File: src/pkg/dma_write_pkg.sv
// Shared types and constants for the port DMA burst write machine
package dma_write_pkg;

    // Burst write machine states
    typedef enum logic [3:0] {
        ST_IDLE      = 4'h0,
        ST_ADDR      = 4'h1,
        ST_DWRITE    = 4'h2,
        ST_DWAIT     = 4'h3,
        ST_LAST      = 4'h4,
        ST_CLEAN     = 4'h5,
        ST_TS_ADDR   = 4'h6,
        ST_TS_DWRITE = 4'h7,
        ST_TS_DWAIT  = 4'h8,
        ST_TS_LAST   = 4'h9,
        ST_TS_CLEAN  = 4'ha
    } wr_state_e;

    // What the shared address/data bus carries in a cycle
    typedef enum logic [1:0] {
        BUS_TRI  = 2'h0,
        BUS_ADDR = 2'h1,
        BUS_DATA = 2'h2,
        BUS_DONT = 2'h3
    } bus_mode_e;

    localparam int        DATA_W       = 32;
    localparam int        COUNT_W      = 8;
    localparam int        SYNC_STAGES  = 2;
    localparam wr_state_e STATE_RST    = ST_IDLE;
    localparam bus_mode_e MODE_RST     = BUS_TRI;
    localparam logic      STROBE_RST   = 1'h1;
    localparam logic      STROBE_OE_N  = 1'h0;
    localparam logic      REQ_RST      = 1'h0;

endpackage

File: src/port_dma_burst_write_fsm.sv
// Port DMA burst write state machine driving the multiplexed address/data bus
`timescale 1ns/10ps

module port_dma_burst_write_fsm #(
    parameter int DATA_W  = dma_write_pkg::DATA_W,
    parameter int COUNT_W = dma_write_pkg::COUNT_W
) (
    input  wire logic               ref_clk_in,
    input  wire logic               rst_in,
    // Pins from the outside arbitration and target logic
    input  wire logic               address_phase_select_n_in,
    input  wire logic               target_ready_n_in,
    input  wire logic               comm_register_select_in,
    // Address/data bus: level in, drive out, enable low while driving
    input  wire logic [DATA_W-1:0]  port_addr_data_bus_in,
    output logic      [DATA_W-1:0]  port_addr_data_bus_out,
    output logic                    port_addr_data_bus_oe_n_out,
    output logic                    source_valid_n_out,
    output logic                    source_valid_oe_n_out,
    output logic                    final_transfer_n_out,
    output logic                    final_transfer_oe_n_out,
    output logic                    bus_request_n_out,
    // DMA engine side, same clock
    input  wire logic               write_request_in,
    input  wire logic [DATA_W-1:0]  burst_addr_in,
    input  wire logic [COUNT_W-1:0] burst_words_in,
    input  wire logic [DATA_W-1:0]  write_data_in,
    output logic                    write_data_taken_out,
    output logic                    burst_done_out,
    output logic                    busy_out
);

    localparam int SYNC_STAGES = dma_write_pkg::SYNC_STAGES;

    // Two-stage synchronisers for the pin inputs
    logic [SYNC_STAGES-1:0] phase_sel_sync_q;
    logic [SYNC_STAGES-1:0] ready_sync_q;
    logic [SYNC_STAGES-1:0] comm_sync_q;

    logic phase_sel_hi;
    logic ready_hi;
    logic comm_sel;
    logic last_word_flag;

    dma_write_pkg::wr_state_e state_q;
    dma_write_pkg::wr_state_e state_d;
    dma_write_pkg::bus_mode_e mode_q;
    dma_write_pkg::bus_mode_e mode_d;

    logic [DATA_W-1:0] bus_data_q;
    logic [DATA_W-1:0] bus_data_d;
    logic              src_valid_n_q;
    logic              src_valid_n_d;
    logic              final_n_q;
    logic              final_n_d;
    logic              strobe_oe_n_q;
    logic              strobe_oe_n_d;
    logic              req_pending_q;
    logic              req_pending_d;
    logic              done_q;
    logic              done_d;

    logic enter_addr;
    logic send_word;

    always_ff @(posedge ref_clk_in or posedge rst_in)
    begin
        if (rst_in)
        begin
            phase_sel_sync_q <= '1;
            ready_sync_q     <= '1;
            comm_sync_q      <= '0;
        end
        else
        begin
            phase_sel_sync_q <= {phase_sel_sync_q[0], address_phase_select_n_in};
            ready_sync_q     <= {ready_sync_q[0], target_ready_n_in};
            comm_sync_q      <= {comm_sync_q[0], comm_register_select_in};
        end
    end

    assign phase_sel_hi = phase_sel_sync_q[SYNC_STAGES-1];
    assign ready_hi     = ready_sync_q[SYNC_STAGES-1];
    assign comm_sel     = comm_sync_q[SYNC_STAGES-1];

    // Tri-state variant that remembers the state it was entered from, except Idle, which enters the clean-up variant
    function automatic dma_write_pkg::wr_state_e tri_variant(input dma_write_pkg::wr_state_e cur);
        dma_write_pkg::wr_state_e res;
        res = cur;
        unique case (cur)
            dma_write_pkg::ST_ADDR:   res = dma_write_pkg::ST_TS_ADDR;
            dma_write_pkg::ST_DWRITE: res = dma_write_pkg::ST_TS_DWRITE;
            dma_write_pkg::ST_DWAIT:  res = dma_write_pkg::ST_TS_DWAIT;
            dma_write_pkg::ST_LAST:   res = dma_write_pkg::ST_TS_LAST;
            dma_write_pkg::ST_CLEAN:  res = dma_write_pkg::ST_TS_CLEAN;
            dma_write_pkg::ST_IDLE:   res = dma_write_pkg::ST_TS_CLEAN;
            default:                  res = cur;
        endcase
        return res;
    endfunction

    // Next state and the bus condition it shows
    always_comb
    begin
        state_d = state_q;
        mode_d  = mode_q;
        if (comm_sel)
        begin
            // Comm register machine owns the port; keep the bus released
            state_d = tri_variant(state_q);
            mode_d  = dma_write_pkg::BUS_TRI;
        end
        else if (!phase_sel_hi && ready_hi)
        begin
            state_d = tri_variant(state_q);
            mode_d  = dma_write_pkg::BUS_TRI;
        end
        else if (!phase_sel_hi && !ready_hi)
        begin
            state_d = dma_write_pkg::ST_ADDR;
            mode_d  = dma_write_pkg::BUS_ADDR;
        end
        else if (ready_hi)
        begin
            unique case (state_q)
                dma_write_pkg::ST_LAST:
                begin
                    state_d = dma_write_pkg::ST_CLEAN;
                    mode_d  = dma_write_pkg::BUS_DONT;
                end
                dma_write_pkg::ST_IDLE:
                begin
                    state_d = dma_write_pkg::ST_IDLE;
                    mode_d  = dma_write_pkg::BUS_TRI;
                end
                default:
                begin
                    state_d = dma_write_pkg::ST_DWAIT;
                    mode_d  = dma_write_pkg::BUS_DONT;
                end
            endcase
        end
        else
        begin
            unique case (state_q)
                dma_write_pkg::ST_IDLE,
                dma_write_pkg::ST_ADDR,
                dma_write_pkg::ST_DWRITE,
                dma_write_pkg::ST_DWAIT,
                dma_write_pkg::ST_TS_ADDR,
                dma_write_pkg::ST_TS_DWRITE,
                dma_write_pkg::ST_TS_DWAIT:
                begin
                    if (last_word_flag)
                    begin
                        state_d = dma_write_pkg::ST_LAST;
                    end
                    else
                    begin
                        state_d = dma_write_pkg::ST_DWRITE;
                    end
                    mode_d = dma_write_pkg::BUS_DATA;
                end
                dma_write_pkg::ST_LAST:
                begin
                    state_d = dma_write_pkg::ST_CLEAN;
                    mode_d  = dma_write_pkg::BUS_DONT;
                end
                dma_write_pkg::ST_CLEAN:
                begin
                    state_d = dma_write_pkg::ST_IDLE;
                    mode_d  = dma_write_pkg::BUS_TRI;
                end
                dma_write_pkg::ST_TS_LAST,
                dma_write_pkg::ST_TS_CLEAN:
                begin
                    state_d = dma_write_pkg::ST_DWRITE;
                    mode_d  = dma_write_pkg::BUS_DONT;
                end
                default:
                begin
                    state_d = dma_write_pkg::ST_IDLE;
                    mode_d  = dma_write_pkg::BUS_TRI;
                end
            endcase
        end
    end

    assign enter_addr = (mode_d == dma_write_pkg::BUS_ADDR);
    assign send_word  = (mode_d == dma_write_pkg::BUS_DATA);

    // Registered pin values for the next cycle
    always_comb
    begin
        bus_data_d    = bus_data_q;
        src_valid_n_d = 1'h1;
        final_n_d     = 1'h1;
        strobe_oe_n_d = dma_write_pkg::STROBE_OE_N;
        unique case (mode_d)
            dma_write_pkg::BUS_ADDR:
            begin
                bus_data_d = burst_addr_in;
            end
            dma_write_pkg::BUS_DATA:
            begin
                bus_data_d    = write_data_in;
                src_valid_n_d = 1'h0;
            end
            dma_write_pkg::BUS_DONT:
            begin
                bus_data_d = bus_data_q;
            end
            dma_write_pkg::BUS_TRI:
            begin
                bus_data_d = bus_data_q;
            end
        endcase
        if (state_d == dma_write_pkg::ST_LAST)
        begin
            final_n_d = 1'h0;
        end
        if (mode_d == dma_write_pkg::BUS_TRI && state_d != dma_write_pkg::ST_IDLE)
        begin
            strobe_oe_n_d = ~dma_write_pkg::STROBE_OE_N;
        end
    end

    // Request to the arbiter; a new request wins over the clear at Address
    always_comb
    begin
        req_pending_d = req_pending_q;
        if (enter_addr)
        begin
            req_pending_d = 1'h0;
        end
        if (write_request_in)
        begin
            req_pending_d = 1'h1;
        end
        done_d = (state_q == dma_write_pkg::ST_LAST) && (state_d == dma_write_pkg::ST_CLEAN);
    end

    always_ff @(posedge ref_clk_in or posedge rst_in)
    begin
        if (rst_in)
        begin
            state_q       <= dma_write_pkg::STATE_RST;
            mode_q        <= dma_write_pkg::MODE_RST;
            bus_data_q    <= '0;
            src_valid_n_q <= dma_write_pkg::STROBE_RST;
            final_n_q     <= dma_write_pkg::STROBE_RST;
            strobe_oe_n_q <= dma_write_pkg::STROBE_OE_N;
            req_pending_q <= dma_write_pkg::REQ_RST;
            done_q        <= 1'h0;
        end
        else
        begin
            state_q       <= state_d;
            mode_q        <= mode_d;
            bus_data_q    <= bus_data_d;
            src_valid_n_q <= src_valid_n_d;
            final_n_q     <= final_n_d;
            strobe_oe_n_q <= strobe_oe_n_d;
            req_pending_q <= req_pending_d;
            done_q        <= done_d;
        end
    end

    burst_word_counter #(
        .COUNT_W (COUNT_W)
    ) u_word_counter (
        .ref_clk_in         (ref_clk_in),
        .rst_in             (rst_in),
        .load_in            (enter_addr),
        .load_words_in      (burst_words_in),
        .consume_in         (send_word),
        .last_word_flag_out (last_word_flag)
    );

    assign port_addr_data_bus_out      = bus_data_q;
    assign port_addr_data_bus_oe_n_out = (mode_q == dma_write_pkg::BUS_TRI);
    assign source_valid_n_out          = src_valid_n_q;
    assign source_valid_oe_n_out       = strobe_oe_n_q;
    assign final_transfer_n_out        = final_n_q;
    assign final_transfer_oe_n_out     = strobe_oe_n_q;
    assign bus_request_n_out           = ~req_pending_q;
    assign write_data_taken_out        = send_word;
    assign burst_done_out              = done_q;
    assign busy_out                    = (state_q != dma_write_pkg::ST_IDLE);

    // Bus level is only observed by the outside; write bursts never read it
    logic unused_bus_in;
    assign unused_bus_in = ^port_addr_data_bus_in;

endmodule

File: src/burst_word_counter.sv
// Word-count logic: counts remaining data words and raises the last-word flag
`timescale 1ns/10ps

module burst_word_counter #(
    parameter int COUNT_W = dma_write_pkg::COUNT_W
) (
    input  wire logic               ref_clk_in,
    input  wire logic               rst_in,
    input  wire logic               load_in,
    input  wire logic [COUNT_W-1:0] load_words_in,
    input  wire logic               consume_in,
    output logic                    last_word_flag_out
);

    logic [COUNT_W-1:0] remain_q;
    logic [COUNT_W-1:0] remain_d;

    // Remaining words still to go out after the one now on the bus
    always_comb
    begin
        remain_d = remain_q;
        if (load_in)
        begin
            remain_d = load_words_in;
        end
        else if (consume_in && (remain_q != '0))
        begin
            remain_d = remain_q - COUNT_W'(1);
        end
    end

    always_ff @(posedge ref_clk_in or posedge rst_in)
    begin
        if (rst_in)
        begin
            remain_q <= '0;
        end
        else
        begin
            remain_q <= remain_d;
        end
    end

    // High while the current data cycle is the one before the final word
    assign last_word_flag_out = (remain_q == COUNT_W'(1));

endmodule

File: config.mk
export PLATFORM = sky130hd
export DESIGN_NAME = port_dma_burst_write_fsm
export DESIGN_NICKNAME = d
export VERILOG_FILES = /design/src/pkg/dma_write_pkg.sv /design/src/port_dma_burst_write_fsm.sv /design/src/burst_word_counter.sv
export SDC_FILE = /design/constraint.sdc
export NUM_CORES = 1
export LEC_CHECK = 0
export BUFFER_PORTS_ARGS = -buffer_cell sky130_fd_sc_hd__buf_2
export CAP_MARGIN = 20
export CORE_ASPECT_RATIO = 0.5
export CORE_UTILIZATION = 42
export CTS_BUF_LIST = sky130_fd_sc_hd__clkbuf_2 sky130_fd_sc_hd__clkbuf_4 sky130_fd_sc_hd__clkbuf_8
export CTS_CLUSTER_SIZE = 20
export DETAILED_ROUTE_END_ITERATION = 10
export PLACE_DENSITY = 0.79
export SLEW_MARGIN = 10
export SYNTH_ARGS = -nofsm -noshare
export SYNTH_HDL_FRONTEND = slang
export SYNTH_SLANG_ARGS = --single-unit
File: constraint.sdc
create_clock -name ref_clk_in -period 2.9 [get_ports ref_clk_in]
set_input_delay 0.435 -clock ref_clk_in [delete_from_list [all_inputs] [get_ports ref_clk_in]]
set_output_delay 0.435 -clock ref_clk_in [all_outputs]
set_load 0.005 [all_outputs]
# Word-level counts from Yosys, hierarchy flattened

Index checks and enable logic that the tools add are counted.

Bits in registers: 57
Input bits: 110
Output and inout bits: 41
Word-level logic and storage cells: 72

Add/sub/neg operators: 1
Eq/ne operators: 16
Multiplexer cells: 22
Bitwise operators: 1
Reduce and logical (&&, ||, !) cells: 20

Operators by type and width:

| operator              | number |
|---|---|
| $pmux W32 S2          | 1 |
| $eq A4 B3 Y1 const B  | 6 |
| $pmux W4 S5           | 1 |
| $mux W4               | 4 |
| $mux W8               | 2 |
| $eq A4 B4 Y1 const B  | 3 |
| $pmux W4 S3           | 1 |
| $mux W2               | 5 |
| $eq A4 B2 Y1 const B  | 2 |
| $eq A8 B1 Y1 const B  | 1 |
| $reduce_bool A4 Y1    | 2 |
| $reduce_bool A8 Y1    | 1 |
| $sub A8 B1 Y8 const B | 1 |
| $reduce_or A7 Y1      | 1 |
| $pmux W3 S2           | 1 |
| $reduce_or A2 Y1      | 3 |
| $logic_and A1 B1 Y1   | 5 |
| $mux W1               | 5 |
| $eq A2 B2 Y1 const B  | 2 |
| $eq A4 B1 Y1 const B  | 1 |
| $logic_not A2 Y1      | 2 |
| $logic_not A4 Y1      | 1 |
| $pmux W2 S2           | 1 |
| $reduce_bool A2 Y1    | 2 |
| other kinds (5)       | 6 |

# Logic depth before layout (Yosys ltp)

Word-level depth: 11
Gate-level depth with buffers: 13
Mapped depth without buffers: 11

# Hierarchy

From an unflattened synthesis, not the netlist that was laid out.

Cells, all modules: 296
Area total of the unflattened synthesis: 2920.3 um^2

By module, submodules not included:

| module                   | times used | cells each | area an instance (um^2) | seq. area each (um^2) |
|---|---|---|---|---|
| port_dma_burst_write_fsm | 1          | 232        | 2363.5                  | 1233.7 |
| burst_word_counter       | 1          | 64         | 556.8                   | 200.2 |

# Worst setup path after synthesis

No wires, ideal clock.

Path kind: reg-to-reg
Start point: register state_q[3]
End point: register u_word_counter.remain_q[5]
Setup time: 0.125 ns
Data arrival time: 2.648 ns
Data required time: 2.775 ns
Slack: 0.128 ns
Cell stages (with the launch flop): 13
Buffers on the path: 2
Period minus slack after synthesis: 2.772 ns
Cell sequence: dfrtp_1 -> clkbuf_1 -> nor3b_1 -> a21oi_1 -> o21ai_0 -> o21ai_0 -> ha_1 -> clkbuf_1 -> inv_1 -> a31oi_1 -> nand4_1 -> xnor2_1 -> mux2_2

Longest elaborated chain between the ends: 10
Elaborated cells on any way between the ends: 23
Classes of those cells: eq/ne: 11; mux: 7; reduce/logical: 5

RTL lines:

| what                                                 | line                            | source |
|---|---|---|
| from (decl)                                          | port_dma_burst_write_fsm.sv:45  | `dma_write_pkg::wr_state_e state_q;` |
| from (signal assigned)                               | port_dma_burst_write_fsm.sv:247 | `state_q <= dma_write_pkg::STATE_RST;` |
| from (signal assigned)                               | port_dma_burst_write_fsm.sv:258 | `state_q <= state_d;` |
| $eq A4 B1 Y1, or another cell as far along           | port_dma_burst_write_fsm.sv:145 | `unique case (state_q)` |
| $reduce_or A7 Y1 or $reduce_or A3 Y1 (tied branches) | n/a                             |  |
| $pmux W2 S2                                          | port_dma_burst_write_fsm.sv:145 |  |
| $mux W2 (*)                                          | port_dma_burst_write_fsm.sv:123 | `else if (ready_hi)` |
| $mux W2 (*)                                          | port_dma_burst_write_fsm.sv:118 | `else if (!phase_sel_hi && !ready_hi)` |
| $mux W2 (*)                                          | port_dma_burst_write_fsm.sv:113 | `else if (!phase_sel_hi && ready_hi)` |
| $mux W2 (*)                                          | port_dma_burst_write_fsm.sv:107 | `if (comm_sel)` |
| $eq A2 B2 Y1 (*)                                     | port_dma_burst_write_fsm.sv:190 | `assign send_word = (mode_d == dma_write_pkg::BUS_DATA);` |
| via write_data_taken_out                             | port_dma_burst_write_fsm.sv:28  | `output logic write_data_taken_out,` |
| $logic_and A1 B1 Y1 (*)                              | burst_word_counter.sv:26        | `else if (consume_in && (remain_q != '0))` |
| $reduce_bool A2 Y1 (no source line) (*)              | n/a                             |  |
| to (signal assigned)                                 | burst_word_counter.sv:40        | `remain_q <= remain_d;` |
| to (decl)                                            | burst_word_counter.sv:15        | `logic [COUNT_W-1:0] remain_q;` |

The timed path passes the listed nets; every way through them passes the cells marked *.
A chain may end at the register's enable or synchronous reset.

# Worst setup path in the final report

Start point: register state_q[1]
End point: output write_data_taken_out

Longest elaborated chain between the ends: 8
Elaborated cells on any way between the ends: 19
Classes of those cells: eq/ne: 10; mux: 6; reduce/logical: 3

RTL lines:

| what                                                 | line                            | source |
|---|---|---|
| $eq A4 B1 Y1, or another cell as far along           | port_dma_burst_write_fsm.sv:145 |  |
| $reduce_or A7 Y1 or $reduce_or A3 Y1 (tied branches) | n/a                             |  |
| $pmux W2 S2                                          | port_dma_burst_write_fsm.sv:145 |  |
| $mux W2 (*)                                          | port_dma_burst_write_fsm.sv:123 |  |
| $mux W2 (*)                                          | port_dma_burst_write_fsm.sv:118 |  |
| $mux W2 (*)                                          | port_dma_burst_write_fsm.sv:113 |  |
| $mux W2 (*)                                          | port_dma_burst_write_fsm.sv:107 |  |
| via mode_d[1]                                        | port_dma_burst_write_fsm.sv:48  | `dma_write_pkg::bus_mode_e mode_d;` |
| $eq A2 B2 Y1 (*)                                     | port_dma_burst_write_fsm.sv:190 |  |
| to (decl)                                            | port_dma_burst_write_fsm.sv:28  |  |

Marked as above.

==> results.cfg <==
[routing]
drt_iter0_markers = 110
via_per_inst = 4.90
route.vias.total = 2407
post_drt_wl_per_cell_um = 13.0
postRouteWirelength_um = 6380
firstDrtPassIters = 4
detail_route.drc_violations = 0
antenna_violating_nets_left = 0

[sta]
max_freq_mhz = 374
setup_slack_ps = 226
whs_ps = 78.1
grt_setup_unrepaired = false
final_tns_setup_ps = 0
slew_headroom_pct = 72.9
setup_viol = 0
worst_slew_pin_slew_ps = 406
post-route-period-util_pct = 92.2
final.min_clock_period_ps = 2670
final-hold-violation-count = 0
timing.clock.skew_ps = 6.35
finalMaxSlewViolations = 0

[floorplan]
die_height_um = 59.9
initial_core_util_pct = 45.0
num_rows = 20
core_region_area_um2 = 6260
floorplan.io_pins = 151
die_width_um = 118
die-area_um2 = 7050

[pwr]
p_sw_share_pct = 35.6
intPower_mw = 2.24
p_sw_mw = 1.24
share_seq_of_total_power_pct = 39.2
power-per-cell-area_nw_per_um2 = 928
design_power_total_mw = 3.48
comb_power_share_pct = 38.5
peakVddDrop_v = 0.000371
clkPwrFrac_pct = 22.3
leakage_nw = 1.80

[global_route]
antenna_violations_before_repair = 0
grt_max_degree = 65
gr-usage-all-layers_pct = 19.1
globalRoute.totalOverflow = 0
grt_pass1_vias = 2247
grt_pass1_wl_um = 10300

[worst_setup_path]
worstSetupPathType = reg2out
path_max_fanout = 15
cp_data_required_time_ps = 2470
startpoint_type = flip-flop
cp_data_arrival_time_ps = 2240
type_of_destination_of_the_critical_path = output pin

[placement]
place.detailed.hpwl_um = 4880
placedInstanceArea_um2 = 3530
gp_weighted_congestion = 0.855
io_buffers = 118
placed_cells_incl_taps = 475
placement.setup.worst_slack_ps = 248

[yosys]
synth_top_flop_cell = dfrtp_1
post_synth_instance_area_um2 = 2810
synth_cell_types = 42
syn-instance-count = 277
syn_area_per_cell_um2 = 10.2
yosys_warn_count = 0
synth_seq_cells = 57
synth.net_count = 393
yosysSeqAreaShare_pct = 51.0
async_reset_ff_share_pct = 100
synth-edff-count = 0

[clock_network]
clkSlewWorstSetupHoldPaths_ps = 60
clock_tree_from_tritoncts = built
numCtsBuffers = 9
cts_max_level = 3
cts_setup_buffers = 0
cts.root.buffer_cell = clkbuf_8
cts-root-to-sink-buffers = 2
clkLatencyLatePin_ps = 330
cts.sink_count = 57
cts_repair_resize_count = 0
cts_hold_buffers = 0

[finish]
antenna_cells = 0
layout-drive-gt1-share_pct = 40.0
layout.nets = 514
final_core_utilization_pct = 60.0
fin_area_um2 = 3750
synthToLayoutAreaGrowth_pct = 33.4
nFillCells = 557
stdcell_count = 491

[job]
max-cap-violations = 0

[min_path]
min-delay-path-class = in2async

[status]
status = finished clean
==> cell usage after synthesis, types with 2 or more instances <==
cell type	count	area, um2
clkbuf_1	13	48.8
a21o_1	3	22.5
nor2b_1	3	18.8
mux2i_1	33	330
mux2_2	3	33.8
nand2_1	44	165
o21a_1	3	22.5
nand3_1	3	15.0
nor2_1	5	18.8
ha_1	6	75.1
xnor2_1	5	43.8
and2_1	2	12.5
a21oi_1	5	25.0
xor2_1	3	26.3
dfrtp_1	51	1280
o21ai_0	45	225
a31oi_1	2	12.5
buf_1	2	7.51
a211oi_1	3	22.5
nor3_1	5	25.0
buf_2	2	10.0
inv_1	11	41.3
dfstp_2	6	158
==> metal layers <==
layer  track usage [%]  part of all wire (%)  wire, um  up-vias
met1              21.0                    41      2640     1140
li1                  -                     -         -     1202
met4              8.42                   2.1       136        0
met3              6.20                   3.6       231       14
met2              35.1                    53      3370       51
met5                 0                     0         0        -
==> power by group through the flow <==
| stage | clock network, mW | registers (mW) | logic (mW) |
|---|---|---|---|
| 2_1_floorplan | 0 | 1.36 | 0.792 |
| 4_1_cts | 0.800 | 1.36 | 1.35 |
| 3_3_place_gp | 0 | 1.36 | 1.29 |
| 6_report | 0.777 | 1.36 | 1.34 |
| 3_5_place_dp | 0 | 1.37 | 1.34 |
| 5_1_grt | 0.832 | 1.41 | 1.49 |
==> critical path, cell delays in order, from the launching register on <==
cell and delay [ps]:
dfrtp_1 540, mux2i_1 230, o21a_1 130, o21bai_1 100, a21o_1 210, inv_1 90
ha_2 180, buf_4 260, buf_2 160
==> flip-flops by register name (all words and copies together), names as in the netlist <==
register                 flops
burst_done_out               1
comm_sync_q                  2
final_transfer_n_out         1
final_transfer_oe_n_out      1
mode_q                       2
phase_sel_sync_q             2
port_addr_data_bus_out      32
ready_sync_q                 2
req_pending_q                1
source_valid_n_out           1
state_q                      4
u_word_counter.remain_q      8
==> kinds of logic after synthesis <==
logic type                 synth area share (%)
and+or+nand+nor                            12.2
AOI/OAI and AO/OA                          14.5
DFF                                        51.0
muxes                                      12.9
buffers and inverters                      4.23
xor gates and xnor gates                   2.49
adders and majority gates                  2.67
==> final cells by class <==
type / instances / area [um2] / share of cell area (%)
clock buffers: 14 / 180 / 4.80
inverters: 12 / 45.0 / 1.20
repair buffers: 128 / 678 / 18.1
multi-input cells: 190 / 1270 / 33.8
flip-flops and latches: 57 / 1430 / 38.2
clock inverters: 2 / 35.0 / 0.934
well taps: 88 / 110 / 2.94
==> worst paths after layout <==
kind,from,endpoint,cells after the start,slack (ps)
worst min-delay path,rst_in,burst_done_out$_DFF_PP0_,2,80
min in group ref_clk_in,address_phase_select_n_in,phase_sel_sync_q[0]$_DFF_PP1_,1,200
worst max register to register,state_q[1]$_DFF_PP0_,port_addr_data_bus_out[6]$_DFFE_PP0N_,10,310
worst min register to register,phase_sel_sync_q[0]$_DFF_PP1_,phase_sel_sync_q[1]$_DFF_PP1_,0,350
worst max-delay path,state_q[1]$_DFF_PP0_,write_data_taken_out,8,230
max in group asynchronous,rst_in,source_valid_n_out$_DFF_PP1_,3,2120
==> cells in the final DEF, fill, tap and decap left out, drive strengths merged, types with 2 or more instances in the layout <==
| master | count |
|---|---|
| buf | 128 |
| dfrtp | 51 |
| o21ai | 45 |
| nand2 | 44 |
| mux2i | 33 |
| clkbuf | 14 |
| inv | 12 |
| dfstp | 6 |
| ha | 6 |
| nor2 | 5 |
| nor3 | 5 |
| xnor2 | 5 |
| a21oi | 5 |
| nand3 | 3 |
| mux2 | 3 |
| a21o | 3 |
| o21a | 3 |
| a211oi | 3 |
| nor2b | 3 |
| xor2 | 3 |
| and2 | 3 |
| nor4 | 2 |
| a31oi | 2 |
| nor3b | 2 |
Note: power is estimated with default switching activity, not from simulation.
